### src/pkg/gpe_pkg.sv
// Package for the 16-pin port block: register map, field widths, reset values.
// Assumes a classic Wishbone slave with 32-bit data and byte addresses.
// How it works
// - Line A mask gates each latched event.
// - Events latch regardless of either mask.
// - Independent line B mask, 1 enables.
// - Level register reads zero when input disabled.
// - Selected edge sets the pin flag.
// - Flags stay set until software clears.
// - Writing 1 clears flag, 0 ignored.
// - Drive enable bit turns driver on.
// - Output data bit sets pin level.
// - Pull enable bit turns pull on.
// - Polarity 0 falling, 1 rising edge.
// - Input enable gates the input path.
package gpe_pkg;
   localparam int GPE_PINS = 16;
   localparam int GPE_AW = 8;
   // ----------------------------------------
   // Register byte offsets
   // ----------------------------------------
   localparam logic [7:0] GPE_OFS_IRQ_A_MASK = 8'h00;
   localparam logic [7:0] GPE_OFS_IRQ_B_MASK = 8'h04;
   localparam logic [7:0] GPE_OFS_LEVEL = 8'h08;
   localparam logic [7:0] GPE_OFS_FLAGS = 8'h0c;
   localparam logic [7:0] GPE_OFS_DRIVE_EN = 8'h10;
   localparam logic [7:0] GPE_OFS_DRIVE_LVL = 8'h14;
   localparam logic [7:0] GPE_OFS_PULL_EN = 8'h18;
   localparam logic [7:0] GPE_OFS_POLARITY = 8'h1c;
   localparam logic [7:0] GPE_OFS_INPUT_EN = 8'h20;
   // ----------------------------------------
   // Reset values
   // ----------------------------------------
   localparam logic [15:0] GPE_RST_ZERO = 16'h0000;
   localparam logic [15:0] GPE_RST_INPUT_EN = 16'h0000;

   typedef struct packed {
      logic [15:0] drive_level;
      logic [15:0] drive_enable_n;
      logic [15:0] pull_enable;
   } gpe_pad_out_type;

   typedef struct packed {
      logic cyc;
      logic stb;
      logic we;
      logic [3:0] sel;
      logic [GPE_AW-1:0] adr;
      logic [31:0] dat;
   } gpe_wb_req_type;
endpackage

### src/rtl/gpe_pin_event.sv
// One pin's edge detector and sticky event flag.
// Assumes the pin level is already synchronous to core_clk.
`timescale 1ns/1ps
`default_nettype none
module gpe_pin_event (
   input wire logic core_clk,
   input wire logic reset_n,
   input wire logic level,
   input wire logic polarity,
   input wire logic clear,
   output logic flag_q
);
   logic prev_q;
   logic hit;

   always_ff @(posedge core_clk or negedge reset_n) begin
      if (!reset_n) begin
         prev_q <= 1'b0;
      end else begin
         prev_q <= level;
      end
   end

   assign hit = polarity ? (level & ~prev_q) : (~level & prev_q);

   always_ff @(posedge core_clk or negedge reset_n) begin
      if (!reset_n) begin
         flag_q <= 1'b0;
      end else if (hit) begin
         flag_q <= 1'b1;
      end else if (clear) begin
         flag_q <= 1'b0;
      end
   end

   AST_SET_ON_EDGE: assert property (@(posedge core_clk) disable iff (!reset_n)
      hit |=> flag_q) else $error("edge did not set flag");
   AST_STICKY: assert property (@(posedge core_clk) disable iff (!reset_n)
      (flag_q && !clear) |=> flag_q) else $error("flag dropped without clear");
endmodule
`default_nettype wire

### src/rtl/gpe_port.sv
// Top of the 16-pin port: Wishbone register file, pad controls, event flags.
// Assumes pins are synchronous to core_clk and the bus is classic Wishbone.
`timescale 1ns/1ps
`default_nettype none
module gpe_port (
   input wire logic core_clk,
   input wire logic reset_n,
   input wire gpe_pkg::gpe_wb_req_type wb_req,
   output logic [31:0] wb_dat_o,
   output logic wb_ack_o,
   input wire logic [15:0] pin_in,
   output gpe_pkg::gpe_pad_out_type pad_out,
   output logic irq_a,
   output logic irq_b
);
   import gpe_pkg::*;

   logic [15:0] irq_a_mask_q;
   logic [15:0] irq_b_mask_q;
   logic [15:0] drive_en_q;
   logic [15:0] drive_lvl_q;
   logic [15:0] pull_en_q;
   logic [15:0] polarity_q;
   logic [15:0] input_en_q;
   logic [15:0] level_q;
   logic [15:0] flags;
   logic [15:0] clr;
   logic [15:0] wmask;
   logic [15:0] gated;
   logic access;
   logic wr;
   logic [31:0] rd_d;

   // ----------------------------------------
   // Bus access
   // ----------------------------------------
   // Ack comes one cycle after the request and drops the cycle after.
   assign access = wb_req.cyc & wb_req.stb & ~wb_ack_o;
   assign wr = access & wb_req.we;
   assign wmask = {{8{wb_req.sel[1]}}, {8{wb_req.sel[0]}}};

   always_ff @(posedge core_clk or negedge reset_n) begin
      if (!reset_n) begin
         wb_ack_o <= 1'b0;
      end else begin
         wb_ack_o <= access;
      end
   end

   // ----------------------------------------
   // Control registers
   // ----------------------------------------
   // writable controls
   always_ff @(posedge core_clk or negedge reset_n) begin
      if (!reset_n) begin
         irq_a_mask_q <= GPE_RST_ZERO;
         irq_b_mask_q <= GPE_RST_ZERO;
         drive_en_q <= GPE_RST_ZERO;
         drive_lvl_q <= GPE_RST_ZERO;
         pull_en_q <= GPE_RST_ZERO;
         polarity_q <= GPE_RST_ZERO;
         input_en_q <= GPE_RST_INPUT_EN;
      end else if (wr) begin
         case (wb_req.adr)
            GPE_OFS_IRQ_A_MASK: irq_a_mask_q <= (irq_a_mask_q & ~wmask) | (wb_req.dat[15:0] & wmask);
            GPE_OFS_IRQ_B_MASK: irq_b_mask_q <= (irq_b_mask_q & ~wmask) | (wb_req.dat[15:0] & wmask);
            GPE_OFS_DRIVE_EN: drive_en_q <= (drive_en_q & ~wmask) | (wb_req.dat[15:0] & wmask);
            GPE_OFS_DRIVE_LVL: drive_lvl_q <= (drive_lvl_q & ~wmask) | (wb_req.dat[15:0] & wmask);
            GPE_OFS_PULL_EN: pull_en_q <= (pull_en_q & ~wmask) | (wb_req.dat[15:0] & wmask);
            GPE_OFS_POLARITY: polarity_q <= (polarity_q & ~wmask) | (wb_req.dat[15:0] & wmask);
            GPE_OFS_INPUT_EN: input_en_q <= (input_en_q & ~wmask) | (wb_req.dat[15:0] & wmask);
            default: ;
         endcase
      end
   end

   // ----------------------------------------
   // Input path and events
   // ----------------------------------------
   // input gating
   assign gated = pin_in & input_en_q;

   always_ff @(posedge core_clk or negedge reset_n) begin
      if (!reset_n) begin
         level_q <= GPE_RST_ZERO;
      end else begin
         level_q <= gated;
      end
   end

   assign clr = (wr && wb_req.adr == GPE_OFS_FLAGS) ? (wb_req.dat[15:0] & wmask) : 16'h0000;

   // Events are taken from the registered gated level, so disabling a high input gives one falling edge; after that it cannot fire until re-enabled.
   // flags ignore masks
   genvar i;
   generate
      for (i = 0; i < GPE_PINS; i++) begin : g_pin
         gpe_pin_event u_evt (
            .core_clk(core_clk),
            .reset_n(reset_n),
            .level(level_q[i]),
            .polarity(polarity_q[i]),
            .clear(clr[i]),
            .flag_q(flags[i])
         );
      end
   endgenerate

   assign irq_a = |(flags & irq_a_mask_q);
   assign irq_b = |(flags & irq_b_mask_q);

   // ----------------------------------------
   // Pads and read data
   // ----------------------------------------
   // pad controls, enable low means driving
   assign pad_out.drive_level = drive_lvl_q;
   assign pad_out.drive_enable_n = ~drive_en_q;
   assign pad_out.pull_enable = pull_en_q;

   always_comb begin
      rd_d = 32'h0000_0000;
      case (wb_req.adr)
         GPE_OFS_IRQ_A_MASK: rd_d[15:0] = irq_a_mask_q;
         GPE_OFS_IRQ_B_MASK: rd_d[15:0] = irq_b_mask_q;
         GPE_OFS_LEVEL: rd_d[15:0] = level_q;
         GPE_OFS_FLAGS: rd_d[15:0] = flags;
         GPE_OFS_DRIVE_EN: rd_d[15:0] = drive_en_q;
         GPE_OFS_DRIVE_LVL: rd_d[15:0] = drive_lvl_q;
         GPE_OFS_PULL_EN: rd_d[15:0] = pull_en_q;
         GPE_OFS_POLARITY: rd_d[15:0] = polarity_q;
         GPE_OFS_INPUT_EN: rd_d[15:0] = input_en_q;
         default: rd_d = 32'h0000_0000;
      endcase
   end

   always_ff @(posedge core_clk or negedge reset_n) begin
      if (!reset_n) begin
         wb_dat_o <= 32'h0000_0000;
      end else if (access && !wb_req.we) begin
         wb_dat_o <= rd_d;
      end
   end

   // ----------------------------------------
   // Checks
   // ----------------------------------------
   AST_IRQ_A: assert property (@(posedge core_clk) disable iff (!reset_n)
      irq_a == |(flags & irq_a_mask_q)) else $error("line A mismatch");
   AST_IRQ_B_MASKED: assert property (@(posedge core_clk) disable iff (!reset_n)
      (irq_b_mask_q == 16'h0000) |-> !irq_b) else $error("line B fired while masked");
   AST_LEVEL_GATED: assert property (@(posedge core_clk) disable iff (!reset_n)
      (level_q & ~$past(input_en_q)) == 16'h0000) else $error("level visible while disabled");
   AST_FLAG_NO_MASK: assert property (@(posedge core_clk) disable iff (!reset_n)
      (level_q[0] && !$past(level_q[0]) && polarity_q[0]) |=> flags[0])
      else $error("rising event lost");
   AST_W1C: assert property (@(posedge core_clk) disable iff (!reset_n)
      (clr[0] && flags[0] && !(polarity_q[0] ? (level_q[0] && !$past(level_q[0]))
      : (!level_q[0] && $past(level_q[0])))) |=> !flags[0]) else $error("flag not cleared");
   AST_DRIVE_EN: assert property (@(posedge core_clk) disable iff (!reset_n)
      (wr && wb_req.adr == GPE_OFS_DRIVE_EN && wmask == 16'hffff)
      |=> pad_out.drive_enable_n == ~$past(wb_req.dat[15:0])) else $error("drive enable wrong");
   AST_DRIVE_LVL: assert property (@(posedge core_clk) disable iff (!reset_n)
      (wr && wb_req.adr == GPE_OFS_DRIVE_LVL && wmask == 16'hffff)
      |=> pad_out.drive_level == $past(wb_req.dat[15:0])) else $error("drive level wrong");
   AST_PULL: assert property (@(posedge core_clk) disable iff (!reset_n)
      (wr && wb_req.adr == GPE_OFS_PULL_EN && wmask == 16'hffff)
      |=> pad_out.pull_enable == $past(wb_req.dat[15:0])) else $error("pull enable wrong");
   AST_FALLING: assert property (@(posedge core_clk) disable iff (!reset_n)
      (!level_q[1] && $past(level_q[1]) && !polarity_q[1]) |=> flags[1])
      else $error("falling event lost");
   AST_ACK: assert property (@(posedge core_clk) disable iff (!reset_n)
      (wb_req.cyc && wb_req.stb && !wb_ack_o) |=> wb_ack_o) else $error("ack late");

   // ----------------------------------------
   // Bus timing checks
   // ----------------------------------------
   // A held request must not be taken twice, so ack is a single-cycle pulse.
   AST_ACK_PULSE: assert property (@(posedge core_clk) disable iff (!reset_n)
      wb_ack_o |=> !wb_ack_o)
      else $error("ack stayed high");

   // Read data is held between reads so a slow master still sees the last value.
   AST_RD_HOLD: assert property (@(posedge core_clk) disable iff (!reset_n)
      !(access && !wb_req.we) |=> $stable(wb_dat_o))
      else $error("read data changed without a read");

   // ----------------------------------------
   // Register readback checks
   // ----------------------------------------
   // Each read returns the addressed register, upper half zero.
   AST_RD_A_MASK: assert property (@(posedge core_clk) disable iff (!reset_n)
      (access && !wb_req.we && wb_req.adr == GPE_OFS_IRQ_A_MASK) |=> wb_dat_o == {16'h0000, $past(irq_a_mask_q)})
      else $error("line A mask readback wrong");
   AST_RD_B_MASK: assert property (@(posedge core_clk) disable iff (!reset_n)
      (access && !wb_req.we && wb_req.adr == GPE_OFS_IRQ_B_MASK) |=> wb_dat_o == {16'h0000, $past(irq_b_mask_q)})
      else $error("line B mask readback wrong");
   AST_RD_LEVEL: assert property (@(posedge core_clk) disable iff (!reset_n)
      (access && !wb_req.we && wb_req.adr == GPE_OFS_LEVEL) |=> wb_dat_o == {16'h0000, $past(level_q)})
      else $error("level readback wrong");
   AST_RD_FLAGS: assert property (@(posedge core_clk) disable iff (!reset_n)
      (access && !wb_req.we && wb_req.adr == GPE_OFS_FLAGS) |=> wb_dat_o == {16'h0000, $past(flags)})
      else $error("flag readback wrong");
   AST_RD_DRIVE_EN: assert property (@(posedge core_clk) disable iff (!reset_n)
      (access && !wb_req.we && wb_req.adr == GPE_OFS_DRIVE_EN) |=> wb_dat_o == {16'h0000, $past(drive_en_q)})
      else $error("drive enable readback wrong");
   AST_RD_DRIVE_LVL: assert property (@(posedge core_clk) disable iff (!reset_n)
      (access && !wb_req.we && wb_req.adr == GPE_OFS_DRIVE_LVL) |=> wb_dat_o == {16'h0000, $past(drive_lvl_q)})
      else $error("drive level readback wrong");
   AST_RD_PULL: assert property (@(posedge core_clk) disable iff (!reset_n)
      (access && !wb_req.we && wb_req.adr == GPE_OFS_PULL_EN) |=> wb_dat_o == {16'h0000, $past(pull_en_q)})
      else $error("pull enable readback wrong");
   AST_RD_POLARITY: assert property (@(posedge core_clk) disable iff (!reset_n)
      (access && !wb_req.we && wb_req.adr == GPE_OFS_POLARITY) |=> wb_dat_o == {16'h0000, $past(polarity_q)})
      else $error("polarity readback wrong");
   AST_RD_INPUT_EN: assert property (@(posedge core_clk) disable iff (!reset_n)
      (access && !wb_req.we && wb_req.adr == GPE_OFS_INPUT_EN) |=> wb_dat_o == {16'h0000, $past(input_en_q)})
      else $error("input enable readback wrong");

   // ----------------------------------------
   // Register write checks
   // ----------------------------------------
   // Full-width writes land on the edge that takes them.
   AST_WR_A_MASK: assert property (@(posedge core_clk) disable iff (!reset_n)
      (wr && wb_req.adr == GPE_OFS_IRQ_A_MASK && wmask == 16'hffff) |=> irq_a_mask_q == $past(wb_req.dat[15:0]))
      else $error("line A mask write lost");
   AST_WR_B_MASK: assert property (@(posedge core_clk) disable iff (!reset_n)
      (wr && wb_req.adr == GPE_OFS_IRQ_B_MASK && wmask == 16'hffff) |=> irq_b_mask_q == $past(wb_req.dat[15:0]))
      else $error("line B mask write lost");
   AST_WR_POLARITY: assert property (@(posedge core_clk) disable iff (!reset_n)
      (wr && wb_req.adr == GPE_OFS_POLARITY && wmask == 16'hffff) |=> polarity_q == $past(wb_req.dat[15:0]))
      else $error("polarity write lost");
   AST_WR_INPUT_EN: assert property (@(posedge core_clk) disable iff (!reset_n)
      (wr && wb_req.adr == GPE_OFS_INPUT_EN && wmask == 16'hffff) |=> input_en_q == $past(wb_req.dat[15:0]))
      else $error("input enable write lost");

   // A byte lane whose select is low must keep its old contents.
   AST_WR_LANE: assert property (@(posedge core_clk) disable iff (!reset_n)
      (wr && wb_req.adr == GPE_OFS_IRQ_A_MASK && !wb_req.sel[1]) |=> irq_a_mask_q[15:8] == $past(irq_a_mask_q[15:8]))
      else $error("unselected lane written");

   // ----------------------------------------
   // Per-pin event checks
   // ----------------------------------------
   // An independent copy of the edge detector, so a broken pin cell is caught.
   logic [15:0] level_prev_q;
   logic [15:0] edge_sel;

   always_ff @(posedge core_clk or negedge reset_n) begin
      if (!reset_n) begin
         level_prev_q <= GPE_RST_ZERO;
      end else begin
         level_prev_q <= level_q;
      end
   end

   assign edge_sel = (polarity_q & level_q & ~level_prev_q) | (~polarity_q & ~level_q & level_prev_q);

   genvar k;
   generate
      for (k = 0; k < GPE_PINS; k++) begin : g_chk
         // The selected edge always sets the flag, even against a clear.
         AST_EDGE_SETS: assert property (@(posedge core_clk) disable iff (!reset_n)
            edge_sel[k] |=> flags[k])
            else $error("selected edge did not set flag");
         AST_NO_FALSE_SET: assert property (@(posedge core_clk) disable iff (!reset_n)
            (!flags[k] && !edge_sel[k]) |=> !flags[k])
            else $error("flag set without selected edge");
         AST_HOLD_PIN: assert property (@(posedge core_clk) disable iff (!reset_n)
            (flags[k] && !clr[k]) |=> flags[k])
            else $error("flag dropped without clear");
         AST_CLEAR_PIN: assert property (@(posedge core_clk) disable iff (!reset_n)
            (clr[k] && !edge_sel[k]) |=> !flags[k])
            else $error("write one did not clear flag");
         // Lines follow flags and masks in the same cycle, with no extra delay.
         AST_IRQ_A_PIN: assert property (@(posedge core_clk) disable iff (!reset_n)
            (flags[k] && irq_a_mask_q[k]) |-> irq_a)
            else $error("line A missing for flagged pin");
         AST_IRQ_B_PIN: assert property (@(posedge core_clk) disable iff (!reset_n)
            (flags[k] && irq_b_mask_q[k]) |-> irq_b)
            else $error("line B missing for flagged pin");
         AST_GATE_PIN: assert property (@(posedge core_clk) disable iff (!reset_n)
            !$past(input_en_q[k]) |-> !level_q[k])
            else $error("disabled input visible");
         AST_PAD_PIN: assert property (@(posedge core_clk) disable iff (!reset_n)
            pad_out.drive_enable_n[k] == !drive_en_q[k])
            else $error("driver enable does not follow register");
         AST_LVL_PIN: assert property (@(posedge core_clk) disable iff (!reset_n)
            pad_out.drive_level[k] == drive_lvl_q[k])
            else $error("pin level does not follow register");
         AST_PULL_PIN: assert property (@(posedge core_clk) disable iff (!reset_n)
            pad_out.pull_enable[k] == pull_en_q[k])
            else $error("pull does not follow register");
      end
   endgenerate
endmodule
`default_nettype wire

### config.mk
export PLATFORM = sky130hd
export DESIGN_NAME = gpe_port
export DESIGN_NICKNAME = d
export VERILOG_FILES = /design/src/pkg/gpe_pkg.sv /design/src/rtl/gpe_pin_event.sv /design/src/rtl/gpe_port.sv
export SDC_FILE = /design/constraint.sdc
export NUM_CORES = 1
export LEC_CHECK = 0
export ABC_CLOCK_PERIOD_IN_PS = 2600
export BUFFER_PORTS_ARGS = -buffer_cell sky130_fd_sc_hd__buf_2
export CORE_ASPECT_RATIO = 2
export CORE_MARGIN = 2
export CORE_UTILIZATION = 35
export DETAILED_ROUTE_END_ITERATION = 6
export GPL_TIMING_DRIVEN = 0
export SYNTH_ARGS = -nofsm -noshare
export SYNTH_HDL_FRONTEND = slang
export SYNTH_SLANG_ARGS = --single-unit
export TNS_END_PERCENT = 10
### constraint.sdc
create_clock -name core_clk -period 2.6 [get_ports core_clk]
set_clock_uncertainty 0.1 [all_clocks]
set_input_delay 0.26 -clock core_clk [delete_from_list [all_inputs] [get_ports core_clk]]
set_output_delay 0.26 -clock core_clk [all_outputs]
set_load 0.01 [all_outputs]
After elaboration in Yosys (flattened, before gate mapping):

Cells that the tools add are included.

* bitwise gates (word level): 88
* mux-type cells: 50
* equality and inequality tests: 8
* reduce and logical (&&, ||, !) cells: 29

Operator list (number)
* $and A16 B16 Y16: 11
* $pmux W16 S9: 1
* $or A16 B16 Y16: 7
* $mux W1: 48
* $and A1 B1 Y1: 35
* $not A1 Y1: 33
* $eq A8 B5 Y1 const B: 4
* $not A16 Y16: 2
* $reduce_bool A2 Y1: 16
* $reduce_or A16 Y1: 2
* $eq A8 B4 Y1 const B: 2
* $mux W16: 1
* $reduce_and A2 Y1: 7
* $eq A8 B3 Y1 const B: 1
* $eq A8 B6 Y1 const B: 1
* $logic_not A8 Y1: 1
* $logic_and A1 B1 Y1: 2
* $logic_not A1 Y1: 1

* output and inout bits: 83
* bits of input ports: 65
* logic and storage cells: 217
* register bits after elaboration: 177

Logic depth before layout (Yosys ltp):

Gate-level depths: netlist of the first run.

* word-level depth: 7
* depth in mapped cells: 7
* mapped depth without buffers: 4

Modules after synthesis:

A second synthesis of the first run with hierarchy kept.

* cell total of the unflattened synthesis: 686
* area, all modules: 8530.7 um2

Modules (own cells, without submodules)
* gpe_port: times used 1, sequential area each 3628.5 um2, area each 7329.5 um2, cells an instance 590
* gpe_pin_event: times used 16, sequential area each 50.0 um2, area each 75.1 um2, cells an instance 6

Least setup slack after synthesis of the first run:

No wires, ideal clock.

* kind: input-to-reg
* start point: in wb_req[33] (netlist name)
* end point: reg with a tool-made name
* slack: 537 ps
* library setup time: 125 ps
* data required time: 2375 ps
* stages: 6
* data arrival time: 1838 ps
* buffers on the path: 2
* cell sequence: buf_2 or4b_1 clkbuf_2 nor3_4 nand2_4 mux2_4

RTL lines
* from (decl): line gpe_port.sv:8 `input wire gpe_pkg::gpe_wb_req_type wb_req,`

Final worst setup path of the first run:

* start point: in wb_req[37] (netlist name)
* end point: reg wb_dat_o[4]

* word-level cells in the longest chain between the ends: 2
* elaborated cells on any way between the ends: 10

Ends and longest elaborated chain
* $eq A8 B6 Y1, or another cell as far along: line gpe_port.sv:122 `case (wb_req.adr)`
* $pmux W16 S9 (*): line gpe_port.sv:122
* to (signal assigned): line gpe_port.sv:140 `wb_dat_o <= rd_d;`
* to (decl): line gpe_port.sv:9 `output logic [31:0] wb_dat_o,`

Mark *: on every way between the ends. The rest lies on a longest branch, timed or not.
A chain may end at the register's enable or synchronous reset.

==> results of run 1 <==
[worst min-delay path by stage]
stage	start	end	slack (ns)	cells past startpoint
2_1_floorplan	reset_n	asynchronous set/reset pin	-0.14	0
3_3_place_gp	level_q[3]$_DFF_PN0_	g_pin[3].u_evt.prev_q$_DFF_PN0_	0.30	0
3_5_place_dp	reset_n	asynchronous set/reset pin	0.13	1
4_1_cts	wb_req[6]	flop	0.01	3
5_1_grt	wb_req[9]	flop	0.03	3
6_report	wb_req[6]	flop	0.02	3
[critical path: cells and delay by family]
| family | cells | cell delay (ns) |
|---|---|---|
| simple gates | 1 | 0.96 |
| compound gates | 2 | 0.43 |
| buf+inv | 3 | 1.17 |
[repair_timing]
item | in CTS | in global routing
endpoints found under the hold margin | 77 | 0
setup endpoints to repair | 15 | 28
gates resized for setup | 2 | 5
hold buffers | 19 | 0
[synthesized netlist by cell type (2+ instances only)]
master and instances:
nand3b_1 2, inv_1 34, or3_1 2, dfrtp_1 177
nand4bb_1 2, mux2_4 2, o31ai_1 2, clkbuf_1 18
nor3_2 2, nand3_1 12, o2bb2ai_1 4, mux4_1 2
a32o_1 10, and2_1 18, nor3_1 10, nand4_1 4
buf_2 8, mux2_2 107, a32oi_1 11, nand2_4 2
o21ai_0 21, nor3b_1 9, nor2_1 18, mux2i_1 54
or4b_1 2, nor4b_1 2, o22ai_1 14, o211ai_1 14
nand2_1 40, a221oi_1 12, a222oi_1 8, buf_4 16
buf_1 3, a22o_1 9, o21ai_1 9, or3b_2 2
[stage by stage]
step | total power, uW | TNS [ns] | utilization [%]
3_5_place_dp | 3191 | -15.97 | 39.92
6_report | 5627 | 0 | 43.34
4_1_cts | 5674 | 0 | 43.23
5_1_grt | 5820 | -0.2746 | 43.34
3_3_place_gp | 3182 | -315.04 | 39.76
2_1_floorplan | 2996 | 0 | -
[cell type report]
cell class                 instances  share of cell area, %
sequential                       177                  44.00
inverter                          34                  1.268
timing repair buffer             129                  7.681
buffer                            47                  2.535
clock buffer                      20                  4.636
tap                              283                  3.517
multi-input combinational        434                  35.37
clock inverter                    12                 0.9943
[cells by family after synthesis]
| group | share of synthesized area (%) |
|---|---|
| AOI/OAI and AO/OA | 10.64 |
| muxes | 22.08 |
| and+or+nand+nor | 9.127 |
| DFF | 53.49 |
| buffers and inverters | 4.624 |
| other | 0.04529 |
[per-layer routing]
metal / up-vias / global-route usage, % / routed length, um
li1: 2817 / - / -
met5: - / 0 / 7
met1: 3156 / 22.72 / 9127
met2: 244 / 39.95 / 14680
met3: 69 / 3.909 / 1461
met4: 2 / 12.82 / 1407
[power groups by stage]
stage | clock (uW) | sequential (uW) | combinational [uW]
after floorplan | 0 | 2830 | 162
after global placement | 0 | 2840 | 345
after detailed placement | 0 | 2840 | 353
after CTS | 2510 | 2780 | 378
after global routing | 2620 | 2790 | 411
final | 2460 | 2790 | 377
==> impl_metrics.json, run 1 <==
{
  "async_flop_share_pct": 100.0,
  "initial_core_util_pct": 35.65,
  "grt_max_degree": 118,
  "clk_pin_slew_ns": 0.07,
  "dp_hpwl_um": 19510,
  "worst-setup-path-type": "in -> reg",
  "wl_um": 26690,
  "grt_pass1_wl_um": 40010,
  "die_h_um": 221.5,
  "drive_gt1_share_pct": 34.11,
  "dp.cells": 1085,
  "synth_seq_cells": 177,
  "cts.sinks": 177,
  "post_drt_via_cell_ratio": 5.535,
  "final_nets": 905,
  "die_w_um": 112.8,
  "grt_use_total_pct": 21.80,
  "area_delta_synth_final_pct": 21.58,
  "antennaDiodeCount": 0,
  "setup_viol": 0,
  "synth_edf_count": 0,
  "status": "finished, final reports clean",
  "reg2reg_slack_ns": 0.11,
  "vias": 6288,
  "cp-endpoint": "wb_dat_o[4]$_DFFE_PN0P_",
  "cp_slowest_cell": "nor3_1",
  "worst_pin_slew_ns": 1.078,
  "maxSlewHeadroom_pct": 27.10,
  "p_seq_share_pct": 49.5,
  "layout_commonest_cell": "dfrtp_1",
  "multi_input_area_sq_um": 3561,
  "reg2regPathDepth": 5,
  "design_area_sq_um": 10070,
  "hold_viol_final": 0,
  "p_switching_uw": 1409,
  "grt_setup_unrepaired": "true",
  "cpPeakStageDelay_ns": 0.96,
  "worst_setup_path_start_kind": "input port",
  "critPathMaxFanout": 10,
  "drv_cap": 0,
  "core_area_sq_um": 23230,
  "place_area_sq_um": 9274,
  "yosysSeqAreaShare_pct": 53.49,
  "clk_latency_ns": 0.45,
  "netlist_instances": 677,
  "reg2reg_from": "wb_ack_o$_DFF_PN0_",
  "drt_iter0_markers": 362,
  "power_frac_clock_pct": 43.8,
  "finalNonFillerCells": 1136,
  "synth_warnings": 0,
  "seq_area_sq_um": 4429,
  "yosys-top-cells-area": "dfrtp_1 (53%), mux2_2 (15%), mux2i_1 (6.5%)",
  "layout_min_cycle_time_ns": 2.539,
  "dpl_worst_slack_ns": -0.3843,
  "route.detailed.drc": 0,
  "nFillCells": 2217,
  "hold_class": "in -> reg",
  "worstPathArrival_ns": 2.82,
  "portBuffers": 109,
  "gr-total-overflow": 0,
  "cts_inserted_buffers": 17,
  "whs_ns": 0.01661,
  "synth_cell_type_count": 51,
  "internal-power_uw": 4218,
  "finalCritPeriodShare_pct": 97.67,
  "avgSynthCellArea_sq_um": 12.23,
  "powerDensity_nw_per_um2": 558.9,
  "gp_congestion": 0.9164,
  "rows": 79,
  "antenna_found_initial": 1,
  "cts_max_level": 4,
  "cts-root-buf": "clkbuf_16",
  "peakVddDrop_uv": 407.1,
  "synthesis.area_sq_um": 8280,
  "power_leakage_uw": 0.005052,
  "cts_tree": "done",
  "drt_pass1_iterations": 5,
  "setup_ws_ns": 0.06064,
  "grt_pass1_vias": 6599,
  "ant_nets": 0,
  "worst_ep_required_time_ns": 2.88,
  "final_cell_mix": "dfrtp_1 (177), buf_2 (116), mux2_2 (107)",
  "cp_cell_sequence": "buf_2 -> clkbuf_1 -> nor3_1 -> clkbuf_1 -> a221oi_1 -> o21ai_1",
  "die-area_sq_um": 24980,
  "synth.top_cell.area_share_pct": 53.49,
  "power_frac_comb_pct": 6.7,
  "cp_common_cell": "clkbuf_1",
  "synth_top_area_cell": "dfrtp_1",
  "top_level_ports": 148,
  "wl_per_cell_um": 23.49,
  "clockBufferDepth": 2,
  "fmax_mhz": 393.8,
  "switching_share_pct": 25.04,
  "crit_start": "wb_req[37]",
  "cts_setup_buffers": 0,
  "slew_viol_final": 0,
  "critPathCaptureType": "flop",
  "synth_flop_cell": "dfrtp_1"
}
Note: power is estimated with default switching activity, not from simulation.
==> run 2, diff against run 1 <==
ABC_AREA = 1   (was unset)
PLACE_DENSITY_LB_ADDON = 0.3   (was unset)
==> impl_metrics.json, run 2 <==
{
  "vias": 7517,
  "worstPathArrival_ns": 1.82,
  "yosys-top-cells-area": "dfrtp_1 (52%), nand2_1 (16%), nand3_1 (6.8%)",
  "drv_cap": 0,
  "ctsResizeCount": 0,
  "cts_tree": "done",
  "maxSlewHeadroom_pct": 58.57,
  "die-area_sq_um": 25620,
  "synth_cell_type_count": 29,
  "grt_max_degree": 97,
  "dp_hpwl_um": 21000,
  "synth_warnings": 0,
  "synth_flop_cell": "dfrtp_1",
  "critPathCaptureType": "output pin",
  "clk_latency_ns": 0.45,
  "wl_um": 27780,
  "gp_congestion": 0.8790,
  "synth_top_area_cell": "dfrtp_1",
  "post_drt_via_cell_ratio": 5.008,
  "core_area_sq_um": 23820,
  "finalCritPeriodShare_pct": 83.97,
  "worst_pin_slew_ns": 0.6214,
  "grt_pass1_vias": 7481,
  "synth_common_cells": "nand2_1 (364), dfrtp_1 (177), nand3_1 (115)",
  "cp_cell_sequence": "nand2_1 -> nand2_1 -> a221oi_1 -> nand3_1 -> buf_2",
  "clk_pin_slew_ns": 0.07,
  "cts_setup_buffers": 0,
  "synthesis.area_sq_um": 8497,
  "synth.top_cell.area_share_pct": 52.13,
  "critPathBufInv": 1,
  "die_w_um": 114.2,
  "grt_setup_unrepaired": "false",
  "cp_slowest_cell": "dfrtp_1",
  "final_cell_mix": "nand2_1 (364), dfrtp_1 (177), buf_2 (137)",
  "grt_use_total_pct": 22.41,
  "hold_viol_final": 0,
  "worst_setup_path_start_kind": "flop",
  "status": "finished, final reports clean",
  "route.detailed.drc": 0,
  "yosysMostFrequentCell": "nand2_1",
  "cts.sinks": 177,
  "min_from": "wb_req[45]",
  "layout_min_cycle_time_ns": 2.183,
  "drive_gt1_share_pct": 20.18,
  "clockBufferDepth": 2,
  "powerDensity_nw_per_um2": 564.0,
  "avgSynthCellArea_sq_um": 8.194,
  "yosysSeqAreaShare_pct": 52.13,
  "tns_ns": 0,
  "final_nets": 1266,
  "synth_seq_cells": 177,
  "reg2reg_from": "wb_ack_o$_DFF_PN0_",
  "worst-setup-path-type": "reg -> out",
  "peakVddDrop_uv": 417.1,
  "critPathMaxFanout": 4,
  "reg2regPathDepth": 5,
  "ant_nets": 0,
  "netlist_instances": 1037,
  "drt_pass1_iterations": 5,
  "grt_pass1_wl_um": 42120,
  "antenna_found_initial": 0,
  "synth_edf_count": 0,
  "async_flop_share_pct": 100.0,
  "reg2reg_slack_ns": 0.51,
  "worstHoldEndpoint": "wb_ack_o$_DFF_PN0_",
  "portBuffers": 112,
  "fmax_mhz": 458.1,
  "worst_ep_required_time_ns": 2.24,
  "rows": 80,
  "area_delta_synth_final_pct": 21.01,
  "cpPeakStageDelay_ns": 0.47,
  "setup_viol": 0,
  "cts-root-buf": "clkbuf_16",
  "top_level_ports": 148,
  "layout_commonest_cell": "nand2_1",
  "cts_max_level": 4,
  "drt_iter0_markers": 501,
  "power_leakage_uw": 0.005233,
  "slew_viol_final": 0,
  "wl_per_cell_um": 18.51,
  "cp.depth": 5,
  "holdPathStages": 3,
  "antennaDiodeCount": 0,
  "final_core_utilization_pct": 43.16,
  "hold_class": "in -> reg",
  "initial_core_util_pct": 35.67,
  "cts_inserted_buffers": 17,
  "cpLargestDelayFamily": "flip-flops",
  "gr-total-overflow": 0,
  "die_h_um": 224.4,
  "cp_common_cell": "nand2_1"
}
==> run 2: changes by cell type after synthesis, moves of 11 or more <==
cell,delta
mux2_2,-107
nand2_1,+324
nor2_1,+50
o21ai_0,+30
o21ai_1,+54
nand3_1,+103
inv_1,+42
a32oi_1,-11
o22ai_1,-14
mux2i_1,-54
buf_2,+18
and2_1,-18
clkbuf_1,-17
==> run 2: cells by family (layout without fill, tap and decap cells) <==
logic type	count (synthesis)	count (layout)	synth area share (%)
and+or+nand+nor	589	589	31.19
DFF	177	177	52.13
AOI/OAI and AO/OA	136	136	8.850
buffers and inverters	134	296	7.790
other	1	16	0.04413
==> run 2: final cells by class <==
cell class              instances  area [sq um]
inverters                      82         312.8
clock buffers                  20         436.7
clock inverters                12         165.2
plain buffers                  52         349.1
multi-input cells             741          3462
well taps                     287         359.1
flip-flops and latches        177          4429
fillers                      2459         13540
repair buffers                130         768.2
==> run 2: timing repair <==
| action | CTS | global route |
|---|---|---|
| hold buffers | 17 | 0 |
| setup endpoints to repair | 0 | 0 |
| endpoints found under the hold margin | 97 | 0 |
==> run 2: routing by layer <==
| layer | GRT usage (%) | up-vias | wire, um |
|---|---|---|---|
| met5 | 0 | - | 0 |
| met4 | 14.44 | 0 | 1872 |
| met3 | 3.557 | 70 | 993 |
| met2 | 42.24 | 222 | 15500 |
| met1 | 22.07 | 3592 | 9420 |
| li1 | - | 3633 | - |
==> run 2: through the flow <==
step                      instance area, sq um  worst slack [ns]  cells  hold WS, ns  total power, uW
after floorplan                           8553            0.9450   1052      -0.1356             2971
after global placement                    9473            -1.732   1451       0.3118             3147
after detailed placement                  9510            0.5044   1452       0.2031             3156
after CTS                                10280            0.3768   1501      0.01612             5847
after global routing                     10280            0.3582   1501      0.03018             5998
final                                    10280            0.4168   1501      0.02691             5799
==> run 2: how the worst max path moves through the flow <==
stage,from,endpoint
global placement,reset_n,wb_ack_o$_DFF_PN0_
finish,g_pin[6].u_evt.flag_q$_DFFE_PN0P_,irq_b
CTS,g_pin[6].u_evt.flag_q$_DFFE_PN0P_,irq_b
detailed placement,wb_ack_o$_DFF_PN0_,flop
global route,g_pin[8].u_evt.flag_q$_DFFE_PN0P_,irq_a
floorplan,wb_ack_o$_DFF_PN0_,g_pin[10].u_evt.flag_q$_DFFE_PN0P_
==> run 2: power by group <==
| part | switching [uW] | leakage [uW] | internal [uW] | total, uW |
|---|---|---|---|---|
| clock network | 1080 | 0.000293 | 1600 | 2680 |
| registers | 18.0 | 0.00239 | 2770 | 2790 |
| logic | 231 | 0.00255 | 101 | 332 |
==> run 2: worst min-delay path, cell delays in order <==
cell,delay [ns]
buf_2,0.09
nand2_1,0.10
nor2_1,0.07
==> run 3, diff against run 2 <==
ABC_AREA = 0   (was 1)
ABC_CLOCK_PERIOD_IN_PS = 2200   (was 2600)
clock period = 2.2 ns   (was 2.6 ns; I/O delays follow)
==> impl_metrics.json, run 3 (synthesis results as in run 1) <==
{
  "p_seq_share_pct": 48.6,
  "power_leakage_uw": 0.005155,
  "nFillCells": 2170,
  "hold_class": "in -> reg",
  "p_switching_uw": 1697,
  "cts.sinks": 177,
  "hold_viol_final": 0,
  "multi_input_area_sq_um": 3714,
  "maxSlewHeadroom_pct": 36.33,
  "wl_um": 26850,
  "final_core_utilization_pct": 44.67,
  "worstPathArrival_ns": 2.45,
  "worst_setup_path_start_kind": "input port",
  "top_level_ports": 148,
  "die_h_um": 221.5,
  "route.detailed.drc": 0,
  "grt_max_degree": 91,
  "grt_pass1_vias": 6493,
  "initial_core_util_pct": 35.65,
  "core_area_sq_um": 23230,
  "antenna_found_initial": 1,
  "switching_share_pct": 25.08,
  "status": "finished, violations left",
  "dpl_worst_slack_ns": -0.7613,
  "die-area_sq_um": 24980,
  "portBuffers": 109,
  "powerDensity_nw_per_um2": 652.2,
  "final_nets": 919,
  "cpPeakStageDelay_ns": 0.58,
  "worst_ep_required_time_ns": 2.43,
  "cp_cell_sequence": "buf_2 -> buf_6 -> or4b_1 -> buf_2 -> nor3_4 -> nand2_4 -> mux2_4",
  "area_delta_synth_final_pct": 25.31,
  "seq_area_sq_um": 4431,
  "ant_nets": 0,
  "worst-setup-path-type": "in -> reg",
  "violations": "negative setup slack",
  "critPathMaxFanout": 10,
  "cp_common_cell": "buf_2",
  "drv_cap": 0,
  "gr-total-overflow": 0,
  "gp_congestion": 0.9090,
  "power_frac_comb_pct": 7.1,
  "cp_slowest_cell": "nor3_4",
  "cts_inserted_buffers": 17,
  "fmax_mhz": 448.6,
  "setup_viol": 5,
  "clk_pin_slew_ns": 0.07,
  "dp_hpwl_um": 19550,
  "drt_iter0_markers": 446,
  "wl_per_cell_um": 23.34,
  "layout_min_cycle_time_ns": 2.229,
  "critPathCaptureType": "flop",
  "antennaDiodeCount": 0,
  "slew_viol_final": 0,
  "peakVddDrop_uv": 425.0,
  "finalCritPeriodShare_pct": 101.3,
  "drive_gt1_share_pct": 35.52,
  "setup_ws_ns": -0.02919,
  "drt_pass1_iterations": 6,
  "grt_use_total_pct": 21.86,
  "clockBufferDepth": 2,
  "die_w_um": 112.8,
  "power_frac_clock_pct": 44.3,
  "final_cell_mix": "dfrtp_1 (176), buf_2 (117), mux2_2 (107)",
  "cts_max_level": 4,
  "vias": 6356,
  "layout_commonest_cell": "dfrtp_1",
  "grt_pass1_wl_um": 39980,
  "rows": 79,
  "internal-power_uw": 5070,
  "clk_latency_ns": 0.45,
  "grt_setup_unrepaired": "true",
  "post_drt_via_cell_ratio": 5.527,
  "cts-root-buf": "clkbuf_16",
  "worst_pin_slew_ns": 0.9516,
  "cts_tree": "done"
}
## run 3: area by class of cell
class | instances | share of cell area (%)
Multi-Input combinational cell | 434 | 35.79
Sequential cell | 177 | 42.70
Timing Repair Buffer | 145 | 8.947
Buffer | 45 | 2.412
Clock buffer | 20 | 4.305
Inverter | 34 | 1.230
Clock inverter | 12 | 1.206
Tap cell | 283 | 3.413
## run 3: timing repair
| item | CTS | global route |
|---|---|---|
| resized for setup | 16 | 23 |
| pin swaps | 1 | 2 |
| hold buffers | 33 | 0 |
| setup endpoints to repair | 113 | 129 |
| hold endpoints to repair | 152 | 0 |
| buffers inserted | 1 | 1 |
## run 3: final timing paths
kind	from	to	slack [ns]	cells after the start
worst max-delay path	wb_req[34]	flop	-0.03	7
worst min-delay path	wb_req[10]	flop	0.02	3
worst max register to register	wb_ack_o$_DFF_PN0_	flop	0.12	4
worst min register to register	level_q[0]$_DFF_PN0_	g_pin[0].u_evt.prev_q$_DFF_PN0_	0.32	0
max in group asynchronous	reset_n	asynchronous set/reset pin	0.83	3
min in group asynchronous	reset_n	asynchronous set/reset pin	0.26	2
## run 3: critical path: cells and delay by family
family                 cells  cell delay, ns
muxes                      1            0.37
buffers and inverters      3            0.47
and+or+nand+nor            3            1.39
## run 3: metrics by stage
step                total power, uW  std cells  hold slack (ns)  instance area, sq um  TNS (ns)
floorplan                      3541        692          -0.1756                  8337         0
detailed placement             3771       1085           0.1786                  9274    -63.18
finish                         6767       1150          0.02039                 10380  -0.04387
global placement               3761       1084           0.3007                  9236   -425.25
global route                   6998       1150          0.01586                 10380  -0.01125
CTS                            6826       1151         0.006351                 10270    -8.960
## run 3: layer usage
metal  GRT usage (%)  up-vias  routed length (um)
met5               0        -                  13
met4           12.08        2                1470
met3           4.183       72                1254
met2           39.44      231               14470
met1           23.53     3214                9635
li1                -     2837                   -
## run 3: power groups by stage
stage,combinational [uW],clock [uW],sequential (uW)
4_1_cts,471,3060,3290
3_5_place_dp,418,0,3350
3_3_place_gp,407,0,3350
5_1_grt,519,3190,3290
2_1_floorplan,192,0,3350
6_report,479,3000,3290
